==> src/apl_pkg.sv <==
/*
 * constants for the arbitration priority lock register bank.
 * assumes an apb slave with 32-bit data, one aligned word per register.
 */
// Overview of operation
// - the dma channel 2 priority is a writable 3-bit field in bits 2..0, reset to 011, bits 7..3 read zero.
// - the scanner priority is a writable 3-bit field in bits 2..0, reset to 100, bits 7..3 read zero.
// - the lock register holds only the lock flag in bit 0, reset to zero, bits 7..1 read zero.
// - with the lock flag clear, software writes to the priority registers are accepted.
// - with the lock flag set, software writes to the priority registers are ignored.
// - the lock flag changes only on a write that directly follows a completed unlock sequence.
// - with the one-way option set, the lock flag cannot be cleared once set, even after unlocking.
// - a reset clears the lock flag and re-arms the one-way behaviour for one more set; the code also resets the one-way option to zero.
package apl_pkg;
    localparam logic [11:0] APL_OFS_DMA2 = 12'h000;
    localparam logic [11:0] APL_OFS_SCAN = 12'h004;
    localparam logic [11:0] APL_OFS_LOCK = 12'h008;
    localparam logic [11:0] APL_OFS_KEY = 12'h00c;
    localparam logic [11:0] APL_OFS_CFG = 12'h010;
    localparam logic [2:0] APL_DMA2_RST = 3'h3;
    localparam logic [2:0] APL_SCAN_RST = 3'h4;
    localparam logic APL_LOCK_RST = 1'b0;
    localparam logic APL_ONEWAY_RST = 1'b0;
    localparam int APL_PRI_LSB = 0;
    localparam int APL_LOCK_BIT = 0;
    localparam logic [7:0] APL_KEY1 = 8'h55;
    localparam logic [7:0] APL_KEY2 = 8'haa;
    typedef enum logic [1:0] {APL_IDLE, APL_GOT1, APL_OPEN} apl_key_t;
endpackage

==> src/apl_wr_if.sv <==
/*
 * register access strobe with raw write, address and data between the bus slave and the key unit.
 * assumes a single clock domain.
 */
`timescale 1ns/1ps
`default_nettype none
interface apl_wr_if;
    logic acc; // one-cycle pulse per completed access
    logic wr;
    logic [11:0] addr;
    logic [31:0] wdata;
    logic open; // unlock sequence complete
    modport bus (output acc, output wr, output addr, output wdata, input open);
    modport key (input acc, input wr, input addr, input wdata, output open);
endinterface
`default_nettype wire

==> src/apl_key.sv <==
/*
 * unlock key sequencer.
 * assumes every completed bus access is presented as one acc pulse.
 */
`timescale 1ns/1ps
`default_nettype none
module apl_key
    import apl_pkg::*;
(
    // clock and reset
    input wire logic core_clk,
    input wire logic reset_n,
    // access strobe
    apl_wr_if.key w
);
    apl_key_t state_q;

    // two ordered key writes open the gate for exactly the next access
    always_ff @(posedge core_clk or negedge reset_n) begin
        if (!reset_n) begin
            state_q <= APL_IDLE;
        end else if (w.acc) begin
            unique case (state_q)
                APL_IDLE: state_q <= (w.wr && w.addr == APL_OFS_KEY && w.wdata[7:0] == APL_KEY1)
                    ? APL_GOT1 : APL_IDLE;
                APL_GOT1: state_q <= (w.wr && w.addr == APL_OFS_KEY && w.wdata[7:0] == APL_KEY2)
                    ? APL_OPEN : APL_IDLE;
                APL_OPEN: state_q <= APL_IDLE; // any access consumes the gate
            endcase
        end
    end
    assign w.open = (state_q == APL_OPEN);

    seq_abort_a: assert property (@(posedge core_clk) disable iff (!reset_n)
        (state_q == APL_GOT1 && w.acc && !(w.wr && w.addr == APL_OFS_KEY))
        |=> state_q == APL_IDLE) else $error("unlock not aborted");
endmodule
`default_nettype wire

==> src/apl_top.sv <==
/*
 * arbitration priority registers with lock, reached over apb.
 * holds the dma channel 2 and scanner priority fields, the lock flag, the key
 * port that opens the lock for one write, and the one-way option.
 * every access takes one setup and one access cycle; read data and the error
 * response are registered at setup so they stand for the whole access phase.
 * assumes the arbiter outside reads the priority and lock outputs.
 * assumes the apb master is on core_clk, so no input is synchronised.
 * assumes boot code writes the one-way option again after every reset, as the
 * option itself returns to zero with the rest of the bank.
 */
`timescale 1ns/1ps
`default_nettype none
module apl_top
    import apl_pkg::*;
#(
    parameter int PRI_W = 3
) (
    // clock and reset
    input wire logic core_clk,
    input wire logic reset_n,
    // apb slave
    input wire logic psel,
    input wire logic penable,
    input wire logic pwrite,
    input wire logic [11:0] paddr,
    input wire logic [31:0] pwdata,
    output logic [31:0] prdata,
    output logic pready,
    output logic pslverr,
    // to the arbiter
    output logic [PRI_W-1:0] dma2_pri,
    output logic [PRI_W-1:0] scan_pri,
    output logic pri_locked
);
    apl_wr_if w();
    logic [PRI_W-1:0] dma2_q, scan_q;
    logic lock_q, oneway_q, ack_q;
    logic setup, acc, wr, mapped;
    logic [31:0] rd_d, prdata_q;
    logic pslverr_q;

    // accesses complete in the cycle after setup
    assign setup = psel && !penable;
    assign acc = psel && penable && ack_q;
    assign wr = acc && pwrite;

    function automatic logic is_mapped(input logic [11:0] a);
        is_mapped = (a == APL_OFS_DMA2) || (a == APL_OFS_SCAN) || (a == APL_OFS_LOCK)
            || (a == APL_OFS_KEY) || (a == APL_OFS_CFG);
    endfunction
    assign mapped = is_mapped(paddr);

    assign w.acc = acc;
    assign w.wr = pwrite;
    assign w.addr = paddr;
    assign w.wdata = pwdata;
    apl_key i_apl_key (.core_clk(core_clk), .reset_n(reset_n), .w(w));

    // one wait-free ready in the access phase
    always_ff @(posedge core_clk or negedge reset_n) begin
        if (!reset_n) begin
            ack_q <= 1'b0;
        end else begin
            ack_q <= setup;
        end
    end
    assign pready = ack_q;

    // priority writes pass only while unlocked
    always_ff @(posedge core_clk or negedge reset_n) begin
        if (!reset_n) begin
            dma2_q <= APL_DMA2_RST;
            scan_q <= APL_SCAN_RST;
        end else if (wr && !lock_q) begin
            if (paddr == APL_OFS_DMA2) dma2_q <= pwdata[APL_PRI_LSB +: PRI_W];
            if (paddr == APL_OFS_SCAN) scan_q <= pwdata[APL_PRI_LSB +: PRI_W];
        end
    end

    // one-way option, writable only while the lock flag is clear
    always_ff @(posedge core_clk or negedge reset_n) begin
        if (!reset_n) begin
            oneway_q <= APL_ONEWAY_RST;
        end else if (wr && paddr == APL_OFS_CFG && !lock_q) begin
            oneway_q <= pwdata[0];
        end
    end

    // lock flag changes only straight after an unlock sequence
    always_ff @(posedge core_clk or negedge reset_n) begin
        if (!reset_n) begin
            lock_q <= APL_LOCK_RST;
        end else if (wr && paddr == APL_OFS_LOCK && w.open) begin
            if (!(oneway_q && lock_q)) lock_q <= pwdata[APL_LOCK_BIT];
        end
    end

    // read mux, unimplemented bits zero
    always_comb begin
        rd_d = 32'h0;
        unique case (paddr)
            APL_OFS_DMA2: rd_d[PRI_W-1:0] = dma2_q;
            APL_OFS_SCAN: rd_d[PRI_W-1:0] = scan_q;
            APL_OFS_LOCK: rd_d[0] = lock_q;
            APL_OFS_CFG: rd_d[0] = oneway_q;
            default: rd_d = 32'h0;
        endcase
    end

    // read data and error captured at setup, so both outputs come from flops
    // and stand through the access phase; no write can land on the setup edge
    always_ff @(posedge core_clk or negedge reset_n) begin
        if (!reset_n) begin
            prdata_q <= 32'h0;
            pslverr_q <= 1'b0;
        end else begin
            pslverr_q <= setup && !mapped;
            if (setup) begin
                prdata_q <= rd_d;
            end
        end
    end
    assign prdata = prdata_q;
    assign pslverr = pslverr_q;
    assign dma2_pri = dma2_q;
    assign scan_pri = scan_q;
    assign pri_locked = lock_q;

    // checks of the bus timing, the lock and the read paths

    // no priority moves while the lock flag is set
    locked_hold_a: assert property (
        @(posedge core_clk) disable iff (!reset_n)
        lock_q
        |=> $stable(dma2_q) && $stable(scan_q))
        else $error("locked priority changed");

    // an unlocked write to the dma channel 2 field lands
    unlocked_wr_a: assert property (
        @(posedge core_clk) disable iff (!reset_n)
        (wr && !lock_q && paddr == APL_OFS_DMA2)
        |=> dma2_q == $past(pwdata[2:0]))
        else $error("unlocked write lost");

    // an unlocked write to the scanner field lands
    scan_wr_a: assert property (
        @(posedge core_clk) disable iff (!reset_n)
        (wr && !lock_q && paddr == APL_OFS_SCAN)
        |=> scan_q == $past(pwdata[2:0]))
        else $error("unlocked scan write lost");

    // a locked write to the dma channel 2 field is dropped
    dma2_locked_a: assert property (
        @(posedge core_clk) disable iff (!reset_n)
        (wr && lock_q && paddr == APL_OFS_DMA2)
        |=> $stable(dma2_q))
        else $error("locked dma write taken");

    // a locked write to the scanner field is dropped
    scan_locked_a: assert property (
        @(posedge core_clk) disable iff (!reset_n)
        (wr && lock_q && paddr == APL_OFS_SCAN)
        |=> $stable(scan_q))
        else $error("locked scan write taken");

    // the lock flag moves only on a lock write through an open gate
    lock_gate_a: assert property (
        @(posedge core_clk) disable iff (!reset_n)
        !(wr && paddr == APL_OFS_LOCK && w.open)
        |=> $stable(lock_q))
        else $error("lock changed without unlock");

    // a lock write through an open gate takes bit 0, unless one-way holds it
    lock_take_a: assert property (
        @(posedge core_clk) disable iff (!reset_n)
        (wr && paddr == APL_OFS_LOCK && w.open && !(oneway_q && lock_q))
        |=> lock_q == $past(pwdata[0]))
        else $error("unlocked lock write lost");

    // with one-way set the flag never clears again
    oneway_keep_a: assert property (
        @(posedge core_clk) disable iff (!reset_n)
        (oneway_q && lock_q)
        |=> lock_q)
        else $error("one-way lock cleared");

    // after reset one set is still allowed, even with one-way chosen
    oneway_rearm_a: assert property (
        @(posedge core_clk) disable iff (!reset_n)
        (!lock_q && wr && paddr == APL_OFS_LOCK && w.open && pwdata[0])
        |=> lock_q)
        else $error("lock set refused");

    // the open gate is spent by the very next access
    gate_spent_a: assert property (
        @(posedge core_clk) disable iff (!reset_n)
        (w.open && acc)
        |=> !w.open)
        else $error("unlock gate reused");

    // the one-way option is frozen while locked
    cfg_locked_a: assert property (
        @(posedge core_clk) disable iff (!reset_n)
        lock_q
        |=> $stable(oneway_q))
        else $error("option changed while locked");

    // key writes leave the priority fields alone
    key_wr_a: assert property (
        @(posedge core_clk) disable iff (!reset_n)
        (wr && paddr == APL_OFS_KEY)
        |=> $stable(dma2_q) && $stable(scan_q))
        else $error("key write hit a priority");

    // writes to holes change nothing
    unmapped_wr_a: assert property (
        @(posedge core_clk) disable iff (!reset_n)
        (wr && !mapped)
        |=> $stable(dma2_q) && $stable(scan_q) && $stable(lock_q) && $stable(oneway_q))
        else $error("unmapped write took effect");

    // the unimplemented upper bits always read zero
    rd_zero_a: assert property (
        @(posedge core_clk) disable iff (!reset_n)
        1'b1
        |-> prdata[31:3] == 29'h0)
        else $error("reserved bits nonzero");

    // dma channel 2 read data stands in the access phase
    dma2_rd_a: assert property (
        @(posedge core_clk) disable iff (!reset_n)
        (setup && paddr == APL_OFS_DMA2)
        |=> prdata[31:3] == 29'h0 && prdata[2:0] == dma2_q)
        else $error("dma readback");

    // scanner read data stands in the access phase
    scan_rd_a: assert property (
        @(posedge core_clk) disable iff (!reset_n)
        (setup && paddr == APL_OFS_SCAN)
        |=> prdata[31:3] == 29'h0 && prdata[2:0] == scan_q)
        else $error("scan readback");

    // lock read data holds only the flag
    lock_rd_a: assert property (
        @(posedge core_clk) disable iff (!reset_n)
        (setup && paddr == APL_OFS_LOCK)
        |=> prdata == {31'h0, lock_q})
        else $error("lock readback");

    // reads of holes return zero
    unmapped_zero_a: assert property (
        @(posedge core_clk) disable iff (!reset_n)
        (setup && !mapped)
        |=> prdata == 32'h0)
        else $error("unmapped read nonzero");

    // ready follows every setup cycle
    ready_next_a: assert property (
        @(posedge core_clk) disable iff (!reset_n)
        setup
        |=> pready)
        else $error("ready missing after setup");

    // ready stands for one cycle only
    ready_pulse_a: assert property (
        @(posedge core_clk) disable iff (!reset_n)
        pready
        |=> !pready)
        else $error("ready held too long");

    // an unmapped address answers with an error
    err_unmapped_a: assert property (
        @(posedge core_clk) disable iff (!reset_n)
        (setup && !mapped)
        |=> pslverr && pready)
        else $error("error response missing");

    // a mapped address answers without an error
    err_mapped_a: assert property (
        @(posedge core_clk) disable iff (!reset_n)
        (setup && mapped)
        |=> !pslverr)
        else $error("spurious error response");

    // reset release leaves the lock flag and both priority fields at their reset values
    reset_rearm_a: assert property (
        @(posedge core_clk)
        $rose(reset_n)
        |-> !lock_q && dma2_q == APL_DMA2_RST && scan_q == APL_SCAN_RST)
        else $error("reset values");

    // main scenarios reached
    c_lock: cover property (@(posedge core_clk) $rose(lock_q));
    c_unlock: cover property (@(posedge core_clk) $fell(lock_q));
    c_blocked: cover property (@(posedge core_clk) wr && lock_q && paddr == APL_OFS_DMA2);
    c_refused: cover property (@(posedge core_clk) wr && paddr == APL_OFS_LOCK && !w.open);
    c_oneway: cover property (@(posedge core_clk) wr && paddr == APL_OFS_LOCK && w.open
        && oneway_q && lock_q && !pwdata[0]);
endmodule
`default_nettype wire

==> config.mk <==
export PLATFORM = sky130hd
export DESIGN_NAME = apl_top
export DESIGN_NICKNAME = d
export VERILOG_FILES = /design/src/apl_pkg.sv /design/src/apl_wr_if.sv /design/src/apl_key.sv /design/src/apl_top.sv
export SDC_FILE = /design/constraint.sdc
export NUM_CORES = 1
export LEC_CHECK = 0
export BUFFER_PORTS_ARGS = -buffer_cell sky130_fd_sc_hd__buf_4
export CAP_MARGIN = 20
export CORE_MARGIN = 1
export CORE_UTILIZATION = 37
export CTS_CLUSTER_DIAMETER = 50
export DETAILED_ROUTE_END_ITERATION = 8
export HOLD_SLACK_MARGIN = 0.15
export PLACE_DENSITY_LB_ADDON = 0.1
export SLEW_MARGIN = 20
export SYNTH_ARGS = -nofsm -noshare
export SYNTH_HDL_FRONTEND = slang
export SYNTH_HIERARCHICAL = 1
export SYNTH_SLANG_ARGS = --single-unit
==> constraint.sdc <==
create_clock -name core_clk -period 1.98 [get_ports core_clk]
set_input_delay 0.099 -clock core_clk [delete_from_list [all_inputs] [get_ports core_clk]]
set_output_delay 0.099 -clock core_clk [all_outputs]
set_load 0.005 [all_outputs]
==> results of run 1 <==
-- flip-flops by register name, summed over array words and instances, names as in the netlist --
signal,cells
scan_pri,3
i_apl_key/state_q,2
pri_locked,1
oneway_q,1
dma2_pri,3
pslverr,1
pready,1
prdata,3
-- cell usage after synthesis, drive strengths merged, types with 3 or more instances --
master	count	area share
nor4bb	4	0.037
nand4	4	0.029
dfstp	3	0.072
nor3	4	0.018
nand2	5	0.017
mux2	7	0.082
inv	3	0.010
mux2i	3	0.027
buf	29	0.20
nor2	7	0.024
dfrtp	12	0.27
nor4	6	0.060
-- what timing repair did --
action | CTS | global route
hold endpoints to repair | 25 | 0
setup endpoints to repair | 0 | 1
hold buffers | 8 | 0
-- per-layer routing --
layer | GRT usage | share of wire | vias to the layer above
li1 | - | - | 424
met1 | 0.186 | 0.43 | 426
met2 | 0.262 | 0.51 | 41
met3 | 0.0207 | 0.038 | 4
met4 | 0.0732 | 0.020 | 0
met5 | 0 | 0 | -
-- area by class of cell --
cell class              instances  area, um^2  share of cell area
well taps                      31        38.8              0.0277
flip-flops and latches         15         379               0.271
repair buffers                 45         358               0.256
inverters                       3        11.3             0.00805
multi-input cells              87         582               0.416
clock inverters                 1        7.51             0.00537
clock buffers                   3        22.5              0.0161
-- metrics by stage --
| stage | setup WS (ns) | utilization | cells | hold slack, ns | area (um^2) |
|---|---|---|---|---|---|
| 5_1_grt | 0.00443 | 0.503 | 185 | 0.177 | 1400 |
| 2_1_floorplan | 0.448 | - | 136 | -0.197 | 1200 |
| 6_report | 0.0818 | 0.503 | 185 | 0.161 | 1400 |
| 3_5_place_dp | 0.211 | 0.463 | 173 | -0.0286 | 1290 |
| 4_1_cts | 0.0716 | 0.503 | 185 | 0.159 | 1400 |
| 3_3_place_gp | 0.222 | 0.463 | 173 | -0.0338 | 1290 |
-- cell families after synthesis --
group           Yosys count
compound gates            7
buf+inv                  34
other cells               1
fa+ha+maj                 2
mux                      10
simple gates             39
flops                    15
-- path summary, 6_finish.rpt --
check,startpoint,end,slack (ns)
setup / recovery,i_apl_key/state_q[0],i_apl_key/state_q[1],0.08
hold / removal,paddr[9],i_apl_key/state_q[0],0.16
setup reg to reg,i_apl_key/state_q[0],i_apl_key/state_q[1],0.08
hold reg to reg,prdata[0],prdata[0],0.49
max in group asynchronous,reset_n,dma2_pri[1],1.54
min in group asynchronous,reset_n,i_apl_key/state_q[1],0.18
-- worst max-delay path: stages, from the launching register on --
cell	delay, ns
dfrtp_1	0.37
inv_1	0.06
ha_1	0.31
nor4bb_1	0.28
nand4b_1	0.13
dlygate4sd3_1	0.57
o22ai_1	0.11
-- power breakdown --
group / total, mW / internal [mW] / switching (mW)
sequential: 0.313 / 0.311 / 0.00234
combinational: 0.115 / 0.0555 / 0.0595
clock: 0.192 / 0.0768 / 0.115
total: 0.620 / 0.443 / 0.177
==> flow_summary.ini, run 1 <==
[status]
outcome = complete, no violations

[floorplanning]
initial_core_util = 0.393
die_h_um = 56.3
die-area_mm2 = 0.00317
num_rows = 19
coreArea_mm2 = 0.00278
die_w_um = 56.3
ios = 90

[sta]
finClkSkew_ns = 0.00403
min_period_over_period = 0.959
hold_viol = 0
setup_violations = 0
rsz0062_at_grt = no
final.min_clock_period_ns = 1.90
drv_slew = 0
timing.fmax_mhz = 527
tns_ns = 0

[placed_design]
place_congestion = 0.768
hpwl_mm = 1.76
io_buffers = 36

[worst_setup_path]
path_class = flip-flop to flip-flop
rr_worst_depth = 6
end_kind = flip-flop
crit_arrival_ns = 2.12
startpoint_type = flip-flop
crit_required_ns = 2.20
cp_max_fo = 2

[synth]
synth_cell_type_count = 33
synth_area_mm2 = 0.00109
muxShareOfSynthArea = 0.110
synth-seq-area-share = 0.347
synth_edf_count = 0
synth-async-reset-ratio = 1.00
synthCells = 108
synth_warnings = 6
synth.avg_cell_area_um2 = 10.1
synthXorXnorAreaFrac = 0
synthSimpleGateAreaFrac = 0.252
synth-compound-area-share = 0.0481
synth.ff_latch_count = 15
dominantRegCellSynth = dfrtp_1
synth_top_family_by_area = simple AND/OR/NAND/NOR gates
synthAdderAreaFrac = 0.0229

[clock_network]
worstSkewPairLatency_ns = 0.29
htree_num_levels = 1
cts_sinks = 15
postCtsSetupBuffers = 0
cts_buffer_depth = 2
numCtsBuffers = 3
path_clk_slew_ns = 0.11
ctsResizeCount = 0
cts_tree = done
cts_root_buffer = clkbuf_4

[finish]
final_cell_mix = buf_4 (37), conb_1 (29), dfrtp_1 (12), dlygate4sd3_1 (8), nor2_1 (7)
mostFrequentLayoutCell = buf_4
area_growth_pct = 28.1
drive_gt1_frac = 0.364
fillers = 267
final_nets = 206
diodes = 0

[route]
dr.pass1.iters = 4
viasPerCell = 4.84
drc = 0
wl_mm = 2.27
drtIter0Drc = 12
ant_nets = 0
vias = 895
wl_per_cell_um = 12.3

[pwr]
p_leak_nw = 0.685
ir_drop_mv = 0.447
power.density_mw_per_mm2 = 444
p_total_uw = 620

[global_route]
grt_remaining_overflow = 0
grt_first_pass_wirelength_mm = 3.72
grt_usage = 0.152
antenna_found_initial = 0
grt_pass1_vias = 842
grt_max_degree = 16

[worst_hold_path]
hp-class = input port to flip-flop
whs_path_depth = 4

[run]
drv_cap = 0
No activity file was read; power rests on OpenSTA's default activity.
==> run 2, diff against run 1 <==
--- a/config.mk
+++ b/config.mk
@@ -7,12 +7,12 @@
 export LEC_CHECK = 0
 export BUFFER_PORTS_ARGS = -buffer_cell sky130_fd_sc_hd__buf_4
 export CAP_MARGIN = 20
-export CORE_MARGIN = 1
+export CORE_MARGIN = 2
 export CORE_UTILIZATION = 37
 export CTS_CLUSTER_DIAMETER = 50
 export DETAILED_ROUTE_END_ITERATION = 8
 export HOLD_SLACK_MARGIN = 0.15
-export PLACE_DENSITY_LB_ADDON = 0.1
+export PLACE_DENSITY = 0.77
 export SLEW_MARGIN = 20
 export SYNTH_ARGS = -nofsm -noshare
 export SYNTH_HDL_FRONTEND = slang
==> flow_summary.ini, run 2 (same netlist as run 1, synthesis figures left out) <==
[worst_setup_path]
startpoint_type = flip-flop
path_delay_family = simple AND/OR/NAND/NOR gates
crit_slowest_cell = or4b_4
r2r_start = pready
cp_max_fo = 5
end_kind = flip-flop
crit_arrival_ns = 1.81
crit_required_ns = 2.15
rr_endpoint = scan_pri[1]
rrSetupSlack_ns = 0.35
path_class = flip-flop to flip-flop
path_cells = nand4_1, or4b_4, mux2_4
slowest_delay_ns = 0.60
rr_worst_depth = 3
cp.buffers_inverters = 0

[finish]
diodes = 0
drive_gt1_frac = 0.370
mostFrequentLayoutCell = buf_4
final_cell_mix = buf_4 (38), conb_1 (29), dfrtp_1 (12), nor2_1 (7), dlygate4sd3_1 (7)
area_growth_pct = 27.6
final_nets = 206
fin_area_mm2 = 0.00139

[floorplanning]
num_rows = 19
initial_core_util = 0.393
ios = 90
die-area_mm2 = 0.00340
die_h_um = 58.3
coreArea_mm2 = 0.00278
die_w_um = 58.3

[sta]
drv_slew = 0
tns_ns = 0
min_period_over_period = 0.825
timing.fmax_mhz = 612
rsz0062_at_grt = no
final.min_clock_period_ns = 1.63
finClkSkew_ns = 0.00409
hold_viol = 0
setup_violations = 0

[global_route]
antenna_found_initial = 0
grt_pass1_vias = 911
grt_first_pass_wirelength_mm = 3.74
grt_usage = 0.140
grt_remaining_overflow = 0
use_met2 = 0.263
grt_max_degree = 16
use_met1 = 0.159
top_usage_layer = met2
met3_usage = 0.0264

[pwr]
p_leak_nw = 0.692
power.density_mw_per_mm2 = 432
ir_drop_mv = 0.403

[placed_design]
hpwl_mm = 1.81
place_congestion = 0.754
io_buffers = 36
place_area_mm2 = 0.00129

[route]
wl_mm = 2.36
drc = 0
viasPerCell = 4.92
dr.pass1.iters = 3
wl_per_cell_um = 12.7
drtIter0Drc = 14
vias = 911
ant_nets = 0

[worst_hold_path]
min_to = i_apl_key/state_q[1]
hp-start = pwdata[4]
hp-class = input port to flip-flop
whs_path_depth = 4

[clock_network]
cts_buffer_depth = 2
cts_sinks = 15
htree_num_levels = 1
cts_root_buffer = clkbuf_4
worstSkewPairLatency_ns = 0.28
path_clk_slew_ns = 0.09
numCtsBuffers = 3
cts_tree = done

[run]
drv_cap = 0

[status]
outcome = complete, no violations
## run 2: cell count changes in the layout (fill, tap and decap cells not counted)
cell,before,now
dlygate4sd3_1,8,7
clkinvlp_4,1,0
clkinv_2,0,1
buf_4,37,38
## run 2: worst max-delay path by stage
stage | start | end | cells past startpoint
CTS | i_apl_key/state_q[0] | i_apl_key/state_q[1] | 6
detailed placement | paddr[7] | scan_pri[1] | 5
global route | pready | scan_pri[1] | 3
global placement | paddr[7] | scan_pri[0] | 5
floorplan | paddr[7] | scan_pri[0] | 4
finish | pready | scan_pri[1] | 3
## run 2: area by class of cell
cell class | count | area [um^2]
fillers | 272 | 1390
multi-input cells | 87 | 582
flip-flops and latches | 15 | 379
repair buffers | 45 | 355
well taps | 31 | 38.8
clock buffers | 3 | 22.5
inverters | 3 | 11.3
clock inverters | 1 | 5.00
## run 2: worst register-to-register path: stages, from the launching register on
cell and delay [ns]:
dfrtp_1 0.38, nand4_1 0.23, or4b_4 0.60, mux2_4 0.32
## run 2: per-layer routing
metal | wire [um] | up-vias
li1 | - | 426
met1 | 899 | 440
met2 | 1310 | 43
met3 | 145 | 2
met4 | 5 | 0
met5 | 0 | -
## run 2: report_power, final
group	internal (mW)	total [mW]	switching (mW)
combinational	0.0569	0.117	0.0605
clock	0.0749	0.172	0.0970
sequential	0.311	0.313	0.00248
## run 2: timing repair
item,CTS,global route
resized for setup,0,0
buffers inserted,0,1
setup endpoints to repair,0,1
hold endpoints to repair,25,0
hold buffers,8,0
## run 2: metrics by stage
stage | std cells | hold WS, ns | worst slack, ns | util | power (mW)
after global placement | 173 | -0.0408 | 0.231 | 0.463 | 0.420
after floorplan | 136 | -0.197 | 0.448 | - | 0.400
after detailed placement | 173 | -0.0364 | 0.200 | 0.463 | 0.423
after global routing | 185 | 0.170 | 0.322 | 0.501 | 0.645
after CTS | 185 | 0.153 | 0.120 | 0.502 | 0.611
final | 185 | 0.111 | 0.347 | 0.501 | 0.603
